==> config.mk <==
export PLATFORM = sky130hd
export DESIGN_NAME = hds_dc_servo_regs
export DESIGN_NICKNAME = d
export VERILOG_FILES = /design/src/hds_pkg.sv /design/src/hds_dc_servo_regs.sv
export SDC_FILE = /design/constraint.sdc
export NUM_CORES = 1
export LEC_CHECK = 0
export BUFFER_PORTS_ARGS = -buffer_cell sky130_fd_sc_hd__buf_4
export CORE_MARGIN = 2
export CORE_UTILIZATION = 40
export DETAILED_ROUTE_END_ITERATION = 10
export HOLD_SLACK_MARGIN = 0.06
export PLACE_DENSITY = 0.66
export SLEW_MARGIN = 25
export SYNTH_ARGS = -nofsm -noshare
export SYNTH_HDL_FRONTEND = slang
export SYNTH_SLANG_ARGS = --single-unit
export TNS_END_PERCENT = 20
==> constraint.sdc <==
create_clock -name sys_clk -period 6.9 [get_ports sys_clk]
set_input_delay 1.38 -clock sys_clk [delete_from_list [all_inputs] [get_ports sys_clk]]
set_output_delay 1.38 -clock sys_clk [all_outputs]
set_load 0.01 [all_outputs]
==> src/hds_pkg.sv <==
/*
 Shared constants for the headphone DC servo register bank:
 register addresses, field positions, reset values, mode states, timing.
 Assumes a 16-bit register word reached by an 8-bit register address.
*/
package hds_pkg;
    localparam int          REG_AW            = 8;
    localparam int          REG_DW            = 16;
    localparam int          OFS_W             = 8;
    localparam int          CNT_W             = 16;
    localparam int          TICK_W            = 24;
    localparam int          PER_W             = 16;

    localparam logic [7:0]  ADDR_TRIGGER      = 8'h54;
    localparam logic [7:0]  ADDR_SERIES       = 8'h55;
    localparam logic [7:0]  ADDR_WRITE_OFS    = 8'h57;
    localparam logic [7:0]  ADDR_FLAGS        = 8'h58;
    localparam logic [7:0]  ADDR_RIGHT_RB     = 8'h59;
    localparam logic [7:0]  ADDR_LEFT_RB      = 8'h5A;
    localparam logic [7:0]  ADDR_HP_ENABLES   = 8'h60;

    // Trigger register bit positions, left channel; right is one higher
    localparam int          POS_WRITE_TRIG    = 2;
    localparam int          POS_STARTUP_TRIG  = 4;
    localparam int          POS_SERIES_TRIG   = 8;

    localparam int          POS_SERIES_LO     = 5;
    localparam int          POS_PERIOD_LO     = 0;
    localparam int          POS_RIGHT_WR_LO   = 8;
    localparam int          POS_LEFT_WR_LO    = 0;
    localparam int          POS_ANY_DONE_LO   = 8;
    localparam int          POS_WR_DONE_LO    = 4;
    localparam int          POS_SU_DONE_LO    = 0;
    localparam int          POS_SHORT_RMV     = 7;
    localparam int          POS_OUT_STAGE     = 6;
    localparam int          POS_MID_STAGE     = 5;

    localparam logic [6:0]  SERIES_RESET      = 7'h2A;
    localparam logic [3:0]  PERIOD_RESET      = 4'hA;
    localparam logic [3:0]  PERIOD_OFF        = 4'h0;
    localparam logic [7:0]  OFS_RESET         = 8'h00;

    localparam longint      CLK_PERIOD_NS     = 20;
    localparam longint      TICK_TIME_NS      = 256000000;
    localparam int          TICK_CYCLES_DOC   = int'(TICK_TIME_NS / CLK_PERIOD_NS);
    localparam int          UPDATE_CYCLES_DEF = 64;
    localparam int          STARTUP_CYCLES_DEF = 1024;

    typedef enum logic [1:0] {ST_IDLE, ST_STARTUP, ST_WRITE, ST_SERIES} hds_mode_type;
endpackage

==> src/hds_dc_servo_regs.sv <==
/*
 Headphone DC servo register bank with a per-channel servo sequencer,
 periodic update timer and left headphone stage enables.
 Assumes an upstream serial-control slave on sys_clk delivering one-cycle
 register write/read strobes, and offset measurements on sys_clk.
*/
// How it works
// - Seven-bit series count, n+1 updates per series
// - Periodic updates every 0.256 s times 2^period, none at period 0
// - Right written offset, bits 15:8, two's complement
// - Left written offset, bits 7:0, two's complement
// - Combined done field: write or startup done
// - Write-mode done flags, bits 5:4
// - Startup-mode done flags, bits 1:0
// - Right applied offset readback, bits 7:0
// - Left applied offset readback, bits 7:0
// - Bit 7 removes left output short
// - Bit 6 enables left output stage
// - Bit 5 enables left intermediate stage
// - Write-mode trigger starts, reads busy
// - Startup trigger starts, reads busy
// - Series trigger runs configured update series
`timescale 1ns/100ps
module hds_dc_servo_regs
    import hds_pkg::*;
#(
    parameter int TICK_CYCLES    = hds_pkg::TICK_CYCLES_DOC,
    parameter int UPDATE_CYCLES  = hds_pkg::UPDATE_CYCLES_DEF,
    parameter int STARTUP_CYCLES = hds_pkg::STARTUP_CYCLES_DEF
)
(
    input  wire logic                          sys_clk,
    input  wire logic                          reset,
    input  wire logic                          reg_wr,
    input  wire logic                          reg_rd,
    input  wire logic [hds_pkg::REG_AW-1:0]    reg_addr,
    input  wire logic [hds_pkg::REG_DW-1:0]    reg_wdata,
    output logic      [hds_pkg::REG_DW-1:0]    reg_rdata,
    output logic                               reg_rdata_valid,
    input  wire logic [hds_pkg::OFS_W-1:0]     left_measured_offset,
    input  wire logic [hds_pkg::OFS_W-1:0]     right_measured_offset,
    output logic      [hds_pkg::OFS_W-1:0]     left_applied_offset,
    output logic      [hds_pkg::OFS_W-1:0]     right_applied_offset,
    output logic                               left_short_removal,
    output logic                               left_output_stage_on,
    output logic                               left_intermediate_stage_on
);
    import hds_pkg::*;

    function automatic logic wr_hit(input logic [REG_AW-1:0] a, input logic [REG_AW-1:0] t);
        wr_hit = reg_wr && (a == t);
    endfunction

    // Configuration registers
    logic [6:0]       series_update_count_q, series_update_count_d;
    logic [3:0]       periodic_update_interval_q, periodic_update_interval_d;
    logic [OFS_W-1:0] right_written_offset_q, right_written_offset_d;
    logic [OFS_W-1:0] left_written_offset_q, left_written_offset_d;
    logic             short_rmv_q, short_rmv_d;
    logic             out_stage_q, out_stage_d;
    logic             mid_stage_q, mid_stage_d;
    logic             trig_wr, series_wr;

    always_comb
    begin
        trig_wr = wr_hit(reg_addr, ADDR_TRIGGER);
        series_wr = wr_hit(reg_addr, ADDR_SERIES);
        series_update_count_d = series_update_count_q;
        periodic_update_interval_d = periodic_update_interval_q;
        right_written_offset_d = right_written_offset_q;
        left_written_offset_d = left_written_offset_q;
        short_rmv_d = short_rmv_q;
        out_stage_d = out_stage_q;
        mid_stage_d = mid_stage_q;
        if (series_wr)
        begin
            series_update_count_d = reg_wdata[POS_SERIES_LO +: 7];
            periodic_update_interval_d = reg_wdata[POS_PERIOD_LO +: 4];
        end
        if (wr_hit(reg_addr, ADDR_WRITE_OFS))
        begin
            right_written_offset_d = reg_wdata[POS_RIGHT_WR_LO +: OFS_W];
            left_written_offset_d = reg_wdata[POS_LEFT_WR_LO +: OFS_W];
        end
        if (wr_hit(reg_addr, ADDR_HP_ENABLES))
        begin
            short_rmv_d = reg_wdata[POS_SHORT_RMV];
            out_stage_d = reg_wdata[POS_OUT_STAGE];
            mid_stage_d = reg_wdata[POS_MID_STAGE];
        end
    end

    always_ff @(posedge sys_clk or posedge reset)
    begin
        if (reset)
        begin
            series_update_count_q <= SERIES_RESET;
            periodic_update_interval_q <= PERIOD_RESET;
            right_written_offset_q <= OFS_RESET;
            left_written_offset_q <= OFS_RESET;
            short_rmv_q <= 1'b0;
            out_stage_q <= 1'b0;
            mid_stage_q <= 1'b0;
        end
        else
        begin
            series_update_count_q <= series_update_count_d;
            periodic_update_interval_q <= periodic_update_interval_d;
            right_written_offset_q <= right_written_offset_d;
            left_written_offset_q <= left_written_offset_d;
            short_rmv_q <= short_rmv_d;
            out_stage_q <= out_stage_d;
            mid_stage_q <= mid_stage_d;
        end
    end

    assign left_short_removal = short_rmv_q;
    assign left_output_stage_on = out_stage_q;
    assign left_intermediate_stage_on = mid_stage_q;

    // Periodic timer: base tick of 0.256 s, then 2^period ticks; held clear at period 0
    logic [TICK_W-1:0] tick_cnt_q, tick_cnt_d;
    logic [PER_W-1:0]  per_cnt_q, per_cnt_d;
    logic [PER_W-1:0]  per_last;
    logic              periodic_q, periodic_d;

    always_comb
    begin
        per_last = PER_W'((PER_W'(1) << periodic_update_interval_q) - PER_W'(1));
        tick_cnt_d = tick_cnt_q;
        per_cnt_d = per_cnt_q;
        periodic_d = 1'b0;
        if (series_wr || periodic_update_interval_q == PERIOD_OFF)
        begin
            tick_cnt_d = '0;
            per_cnt_d = '0;
        end
        else if (tick_cnt_q == TICK_W'(TICK_CYCLES - 1))
        begin
            tick_cnt_d = '0;
            if (per_cnt_q == per_last)
            begin
                per_cnt_d = '0;
                periodic_d = 1'b1;
            end
            else
                per_cnt_d = PER_W'(per_cnt_q + PER_W'(1));
        end
        else
            tick_cnt_d = TICK_W'(tick_cnt_q + TICK_W'(1));
    end

    always_ff @(posedge sys_clk or posedge reset)
    begin
        if (reset)
        begin
            tick_cnt_q <= '0;
            per_cnt_q <= '0;
            periodic_q <= 1'b0;
        end
        else
        begin
            tick_cnt_q <= tick_cnt_d;
            per_cnt_q <= per_cnt_d;
            periodic_q <= periodic_d;
        end
    end

    // Per-channel servo sequencers, index 0 left, 1 right
    logic [1:0]       startup_mode_done;
    logic [1:0]       write_mode_done;
    logic [1:0]       busy_startup, busy_write, busy_series;
    logic [OFS_W-1:0] applied [2];
    logic [OFS_W-1:0] measured [2];
    logic [OFS_W-1:0] written [2];

    assign measured[0] = left_measured_offset;
    assign measured[1] = right_measured_offset;
    assign written[0] = left_written_offset_q;
    assign written[1] = right_written_offset_q;

    for (genvar c = 0; c < 2; c++)
    begin : g_chan
        hds_mode_type     st_q, st_d;
        logic [CNT_W-1:0] cnt_q, cnt_d;
        logic [6:0]       rem_q, rem_d;
        logic             sd_q, sd_d, wd_q, wd_d;
        logic [OFS_W-1:0] app_q, app_d;
        logic             t_su, t_wr, t_se;

        always_comb
        begin
            t_su = trig_wr && reg_wdata[POS_STARTUP_TRIG + c];
            t_wr = trig_wr && reg_wdata[POS_WRITE_TRIG + c];
            t_se = trig_wr && reg_wdata[POS_SERIES_TRIG + c];
            st_d = st_q;
            cnt_d = cnt_q;
            rem_d = rem_q;
            sd_d = sd_q;
            wd_d = wd_q;
            app_d = app_q;
            if (st_q == ST_IDLE)
            begin
                cnt_d = CNT_W'(UPDATE_CYCLES - 1);
                if (t_su)
                begin
                    st_d = ST_STARTUP;
                    cnt_d = CNT_W'(STARTUP_CYCLES - 1);
                    sd_d = 1'b0;
                end
                else if (t_wr)
                begin
                    st_d = ST_WRITE;
                    wd_d = 1'b0;
                end
                else if (t_se)
                begin
                    st_d = ST_SERIES;
                    rem_d = series_update_count_q;
                end
                else if (periodic_q)
                begin
                    st_d = ST_SERIES;
                    rem_d = '0;
                end
            end
            else if (cnt_q != '0)
                cnt_d = CNT_W'(cnt_q - CNT_W'(1));
            else
            begin
                st_d = ST_IDLE;
                app_d = measured[c];
                unique case (st_q)
                    ST_STARTUP: sd_d = 1'b1;
                    ST_WRITE:
                    begin
                        app_d = written[c];
                        wd_d = 1'b1;
                    end
                    ST_SERIES:
                    begin
                        if (rem_q != '0)
                        begin
                            st_d = ST_SERIES;
                            rem_d = 7'(rem_q - 7'd1);
                            cnt_d = CNT_W'(UPDATE_CYCLES - 1);
                        end
                    end
                    ST_IDLE: st_d = ST_IDLE;
                endcase
            end
        end

        always_ff @(posedge sys_clk or posedge reset)
        begin
            if (reset)
            begin
                st_q <= ST_IDLE;
                cnt_q <= '0;
                rem_q <= '0;
                sd_q <= 1'b0;
                wd_q <= 1'b0;
                app_q <= OFS_RESET;
            end
            else
            begin
                st_q <= st_d;
                cnt_q <= cnt_d;
                rem_q <= rem_d;
                sd_q <= sd_d;
                wd_q <= wd_d;
                app_q <= app_d;
            end
        end

        assign startup_mode_done[c] = sd_q;
        assign write_mode_done[c] = wd_q;
        assign busy_startup[c] = (st_q == ST_STARTUP);
        assign busy_write[c] = (st_q == ST_WRITE);
        assign busy_series[c] = (st_q == ST_SERIES);
        assign applied[c] = app_q;
    end

    assign left_applied_offset = applied[0];
    assign right_applied_offset = applied[1];

    // Read path, one cycle latency; RO registers have no write decode
    logic [REG_DW-1:0] rdata_q, rdata_d;
    logic              rvalid_q;

    always_comb
    begin
        rdata_d = '0;
        unique case (reg_addr)
            ADDR_TRIGGER:
            begin
                rdata_d[POS_WRITE_TRIG +: 2] = busy_write;
                rdata_d[POS_STARTUP_TRIG +: 2] = busy_startup;
                rdata_d[POS_SERIES_TRIG +: 2] = busy_series | busy_write;
            end
            ADDR_SERIES:
            begin
                rdata_d[POS_SERIES_LO +: 7] = series_update_count_q;
                rdata_d[POS_PERIOD_LO +: 4] = periodic_update_interval_q;
            end
            ADDR_WRITE_OFS: rdata_d = {right_written_offset_q, left_written_offset_q};
            ADDR_FLAGS:
            begin
                rdata_d[POS_ANY_DONE_LO +: 2] = write_mode_done | startup_mode_done;
                rdata_d[POS_WR_DONE_LO +: 2] = write_mode_done;
                rdata_d[POS_SU_DONE_LO +: 2] = startup_mode_done;
            end
            ADDR_RIGHT_RB: rdata_d[OFS_W-1:0] = applied[1];
            ADDR_LEFT_RB: rdata_d[OFS_W-1:0] = applied[0];
            ADDR_HP_ENABLES:
            begin
                rdata_d[POS_SHORT_RMV] = short_rmv_q;
                rdata_d[POS_OUT_STAGE] = out_stage_q;
                rdata_d[POS_MID_STAGE] = mid_stage_q;
            end
            default: rdata_d = '0;
        endcase
        if (!reg_rd)
            rdata_d = rdata_q;
    end

    always_ff @(posedge sys_clk or posedge reset)
    begin
        if (reset)
        begin
            rdata_q <= '0;
            rvalid_q <= 1'b0;
        end
        else
        begin
            rdata_q <= rdata_d;
            rvalid_q <= reg_rd;
        end
    end

    assign reg_rdata = rdata_q;
    assign reg_rdata_valid = rvalid_q;
endmodule

==> out/qor.yml <==
vias: 7136
clkLatencyLatePin_ps: 440
layout.nets: 1036
r2r-start: "periodic_update_interval_q[3]$_DFFE_PP1P_"
die_w_um: 151.2
rsz0062_at_grt: "false"
critPathMaxFanout: 14
p_leak_nw: 4.257
core_region_area_mm2: 0.02115
postCtsSetupBuffers: 0
crit_path_end_kind: "flip-flop"
ys_async_sr_fraction: 1.000
ys.flop_type: "dfrtp_1"
critPathKind: "in2reg"
dpl.hpwl_um: 15980
grt_pass1_wl_um: 36900
port_buffers: 79
synth_edf_count: 0
post-route-drc-count: 0
drt-total-wl_um: 22670
numClockSinks: 158
fin_util: 0.4729
max_slew_margin: 0.3707
maxCapViolations: 0
fin_crit_ps: 3671
vias_per_cell: 5.650
grt_pass1_vias: 6841
synthTopCellsByArea: "dfrtp_1 (44%), nor2_1 (4.8%), mux2_2 (3.9%)"
synth_nets: 983
netlist_top_cells_count: "dfrtp_1 (153), nor2_1 (110), nand2_1 (87)"
fin_setup_tns_ps: 0
drt_iter0_markers: 478
antennaDiodeCount: 0
cts_hold_buffers: 0
die_h_um: 151.2
postCtsResizedCells: 0
stdcell_area_mm2: 0.01000
wire_per_inst_um: 17.95
startpoint_type: "input port"
cts_made_buffers: 17
seq_area_frac_synth: 0.4570
grt_antenna_before_repair: 0
fmax_mhz: 272.4
track_usage: 0.2079
start_util: 0.4096
worst_pin_slew_ps: 940.5
cts_buffer_depth: 2
post-synth-top-area-cell: "dfrtp_1"
synth.most_common_cell: "dfrtp_1"
yosysUniqueCellTypes: 70
hold_viol: 0
yosys_warnings: 0
syn_area_mm2: 0.008665
worstHoldStart: "tick_cnt_q[0]$_DFF_PP0_"
skew_ps: 15.62
multi_input_area_mm2: 0.004394
worstHoldPathType: "reg2reg"
drtPass1Iterations: 5
setup.worst_path.start: "reg_addr[3]"
drive_above_1_share: 0.1680
yosys.area.top_type_share: 0.4419
fin_crit_sh: 0.5321
setup_viol: 0
ys_ff_latch: 158
fillCellCount: 1978
die-area_mm2: 0.02286
grt_max_degree: 106
powerDensity_mw_per_mm2: 271.7
outcome: "complete, no violations"
netlist_instances: 922
slew_viol_final: 0
peakVddDrop_mv: 0.1817
cts_max_level: 4
ant_nets: 0
cts_tree: "built"
arrival_ps: 3950
placed_area_mm2: 0.009414
avgSynthCellArea_um2: 9.398
grt_overflow_total: 0
ios: 80
path_clk_slew_ps: 70
cp.required_ps: 7180
cts_root_buffer: "clkbuf_16"
seqCellArea_mm2: 0.003960
place.gp.congestion: 0.8319
num_rows: 53
syn_to_final_growth_pct: 15.47
==> area by class of cell <==
class / instances / area share
Multi-Input combinational cell: 689 / 0.4392
Timing Repair Buffer: 81 / 0.06078
Sequential cell: 158 / 0.3958
Tap cell: 275 / 0.03439
Inverter: 28 / 0.01126
Clock inverter: 15 / 0.01601
Clock buffer: 17 / 0.04252
==> path summary, 6_finish.rpt <==
check                      slack (ps)                              end  depth (start not counted)
hold / removal                    490          tick_cnt_q[0]$_DFF_PP0_                          1
setup / recovery                 3230        per_cnt_q[10]$_DFFE_PP0P_                          6
hold reg to reg                   490          tick_cnt_q[0]$_DFF_PP0_                          1
min in group asynchronous        1060  g_chan[1].cnt_q[14]$_DFFE_PP0P_                          2
max in group asynchronous        4620         reg_rdata[4]$_DFFE_PP0P_                          3
setup reg to reg                 3300        per_cnt_q[10]$_DFFE_PP0P_                          9
==> worst max-delay path, cell delays in order <==
cell and delay (ps):
buf_4 130, nor2b_1 560, nand4_1 820, and4bb_2 680
o31ai_4 170, o221ai_1 200
==> logic make-up (layout without fill, tap and decap cells) <==
kind of cell	Yosys count	count (layout)	synth area share
flip-flops	158	158	0.4570
AO/OA/AOI/OAI	212	212	0.1625
multiplexers	50	50	0.06209
adder cells (fa/ha/maj)	17	17	0.02455
XOR/XNOR	44	44	0.04448
AND/OR/NAND/NOR	366	366	0.2126
buffers and inverters	75	141	0.03682
==> flip-flops by register name, indices dropped and copies added (netlist names), 2 cells and up <==
register	flops
g_chan.cnt_q	32
g_chan.rem_q	14
g_chan.sd_q	2
g_chan.st_q	4
g_chan.wd_q	2
left_applied_offset	8
left_written_offset_q	8
per_cnt_q	16
periodic_update_interval_q	4
reg_rdata	16
right_applied_offset	8
right_written_offset_q	8
series_update_count_q	7
tick_cnt_q	24
==> per-layer routing <==
layer / wire length (um) / vias to the layer above / GRT usage
li1: - / 3445 / -
met1: 10270 / 3462 / 0.2904
met2: 10570 / 196 / 0.3256
met3: 1427 / 33 / 0.04849
met4: 400 / 0 / 0.05467
met5: 0 / - / 0
==> report_power, final <==
| part | internal, mW | switching, mW | total, mW |
|---|---|---|---|
| combinational | 0.258 | 0.423 | 0.681 |
| sequential | 1.01 | 0.0884 | 1.10 |
| clock | 0.486 | 0.451 | 0.937 |
==> stage by stage <==
| stage | power (mW) | cells | hold WS, ps | setup WS (ps) |
|---|---|---|---|---|
| finish | 2.719 | 1263 | 492.3 | 3229 |
| global route | 2.880 | 1263 | 519.6 | 3020 |
| CTS | 2.733 | 1263 | 494.6 | 3292 |
| detailed placement | 1.791 | 1231 | 487.6 | 2851 |
| global placement | 1.778 | 1231 | 473.7 | 2929 |
| floorplan | 1.621 | 922 | 454.9 | 1265 |
==> placed cells by master (no fill, tap or decap), types with 7 or more instances in the layout <==
master | synthesis | final
a22oi_1 | 14 | 14
o21ai_1 | 9 | 9
inv_1 | 28 | 27
nand4_1 | 13 | 13
nor4_1 | 9 | 9
o21ai_0 | 54 | 54
inv_6 | 0 | 8
nand2_1 | 87 | 87
dfrtp_1 | 153 | 153
o211ai_1 | 7 | 7
nand2b_1 | 12 | 12
buf_4 | 2 | 81
xor2_1 | 16 | 16
clkbuf_16 | 0 | 17
xnor2_1 | 28 | 28
mux2_2 | 30 | 30
nor4b_1 | 8 | 7
nor3b_1 | 8 | 8
nand3_1 | 29 | 29
a21oi_1 | 47 | 47
a22o_1 | 10 | 10
ha_1 | 17 | 17
nor3_1 | 27 | 27
or3_1 | 10 | 10
mux2i_1 | 20 | 20
and3_1 | 11 | 11
nor2_1 | 110 | 109
(Power assumes the default switching activity.)
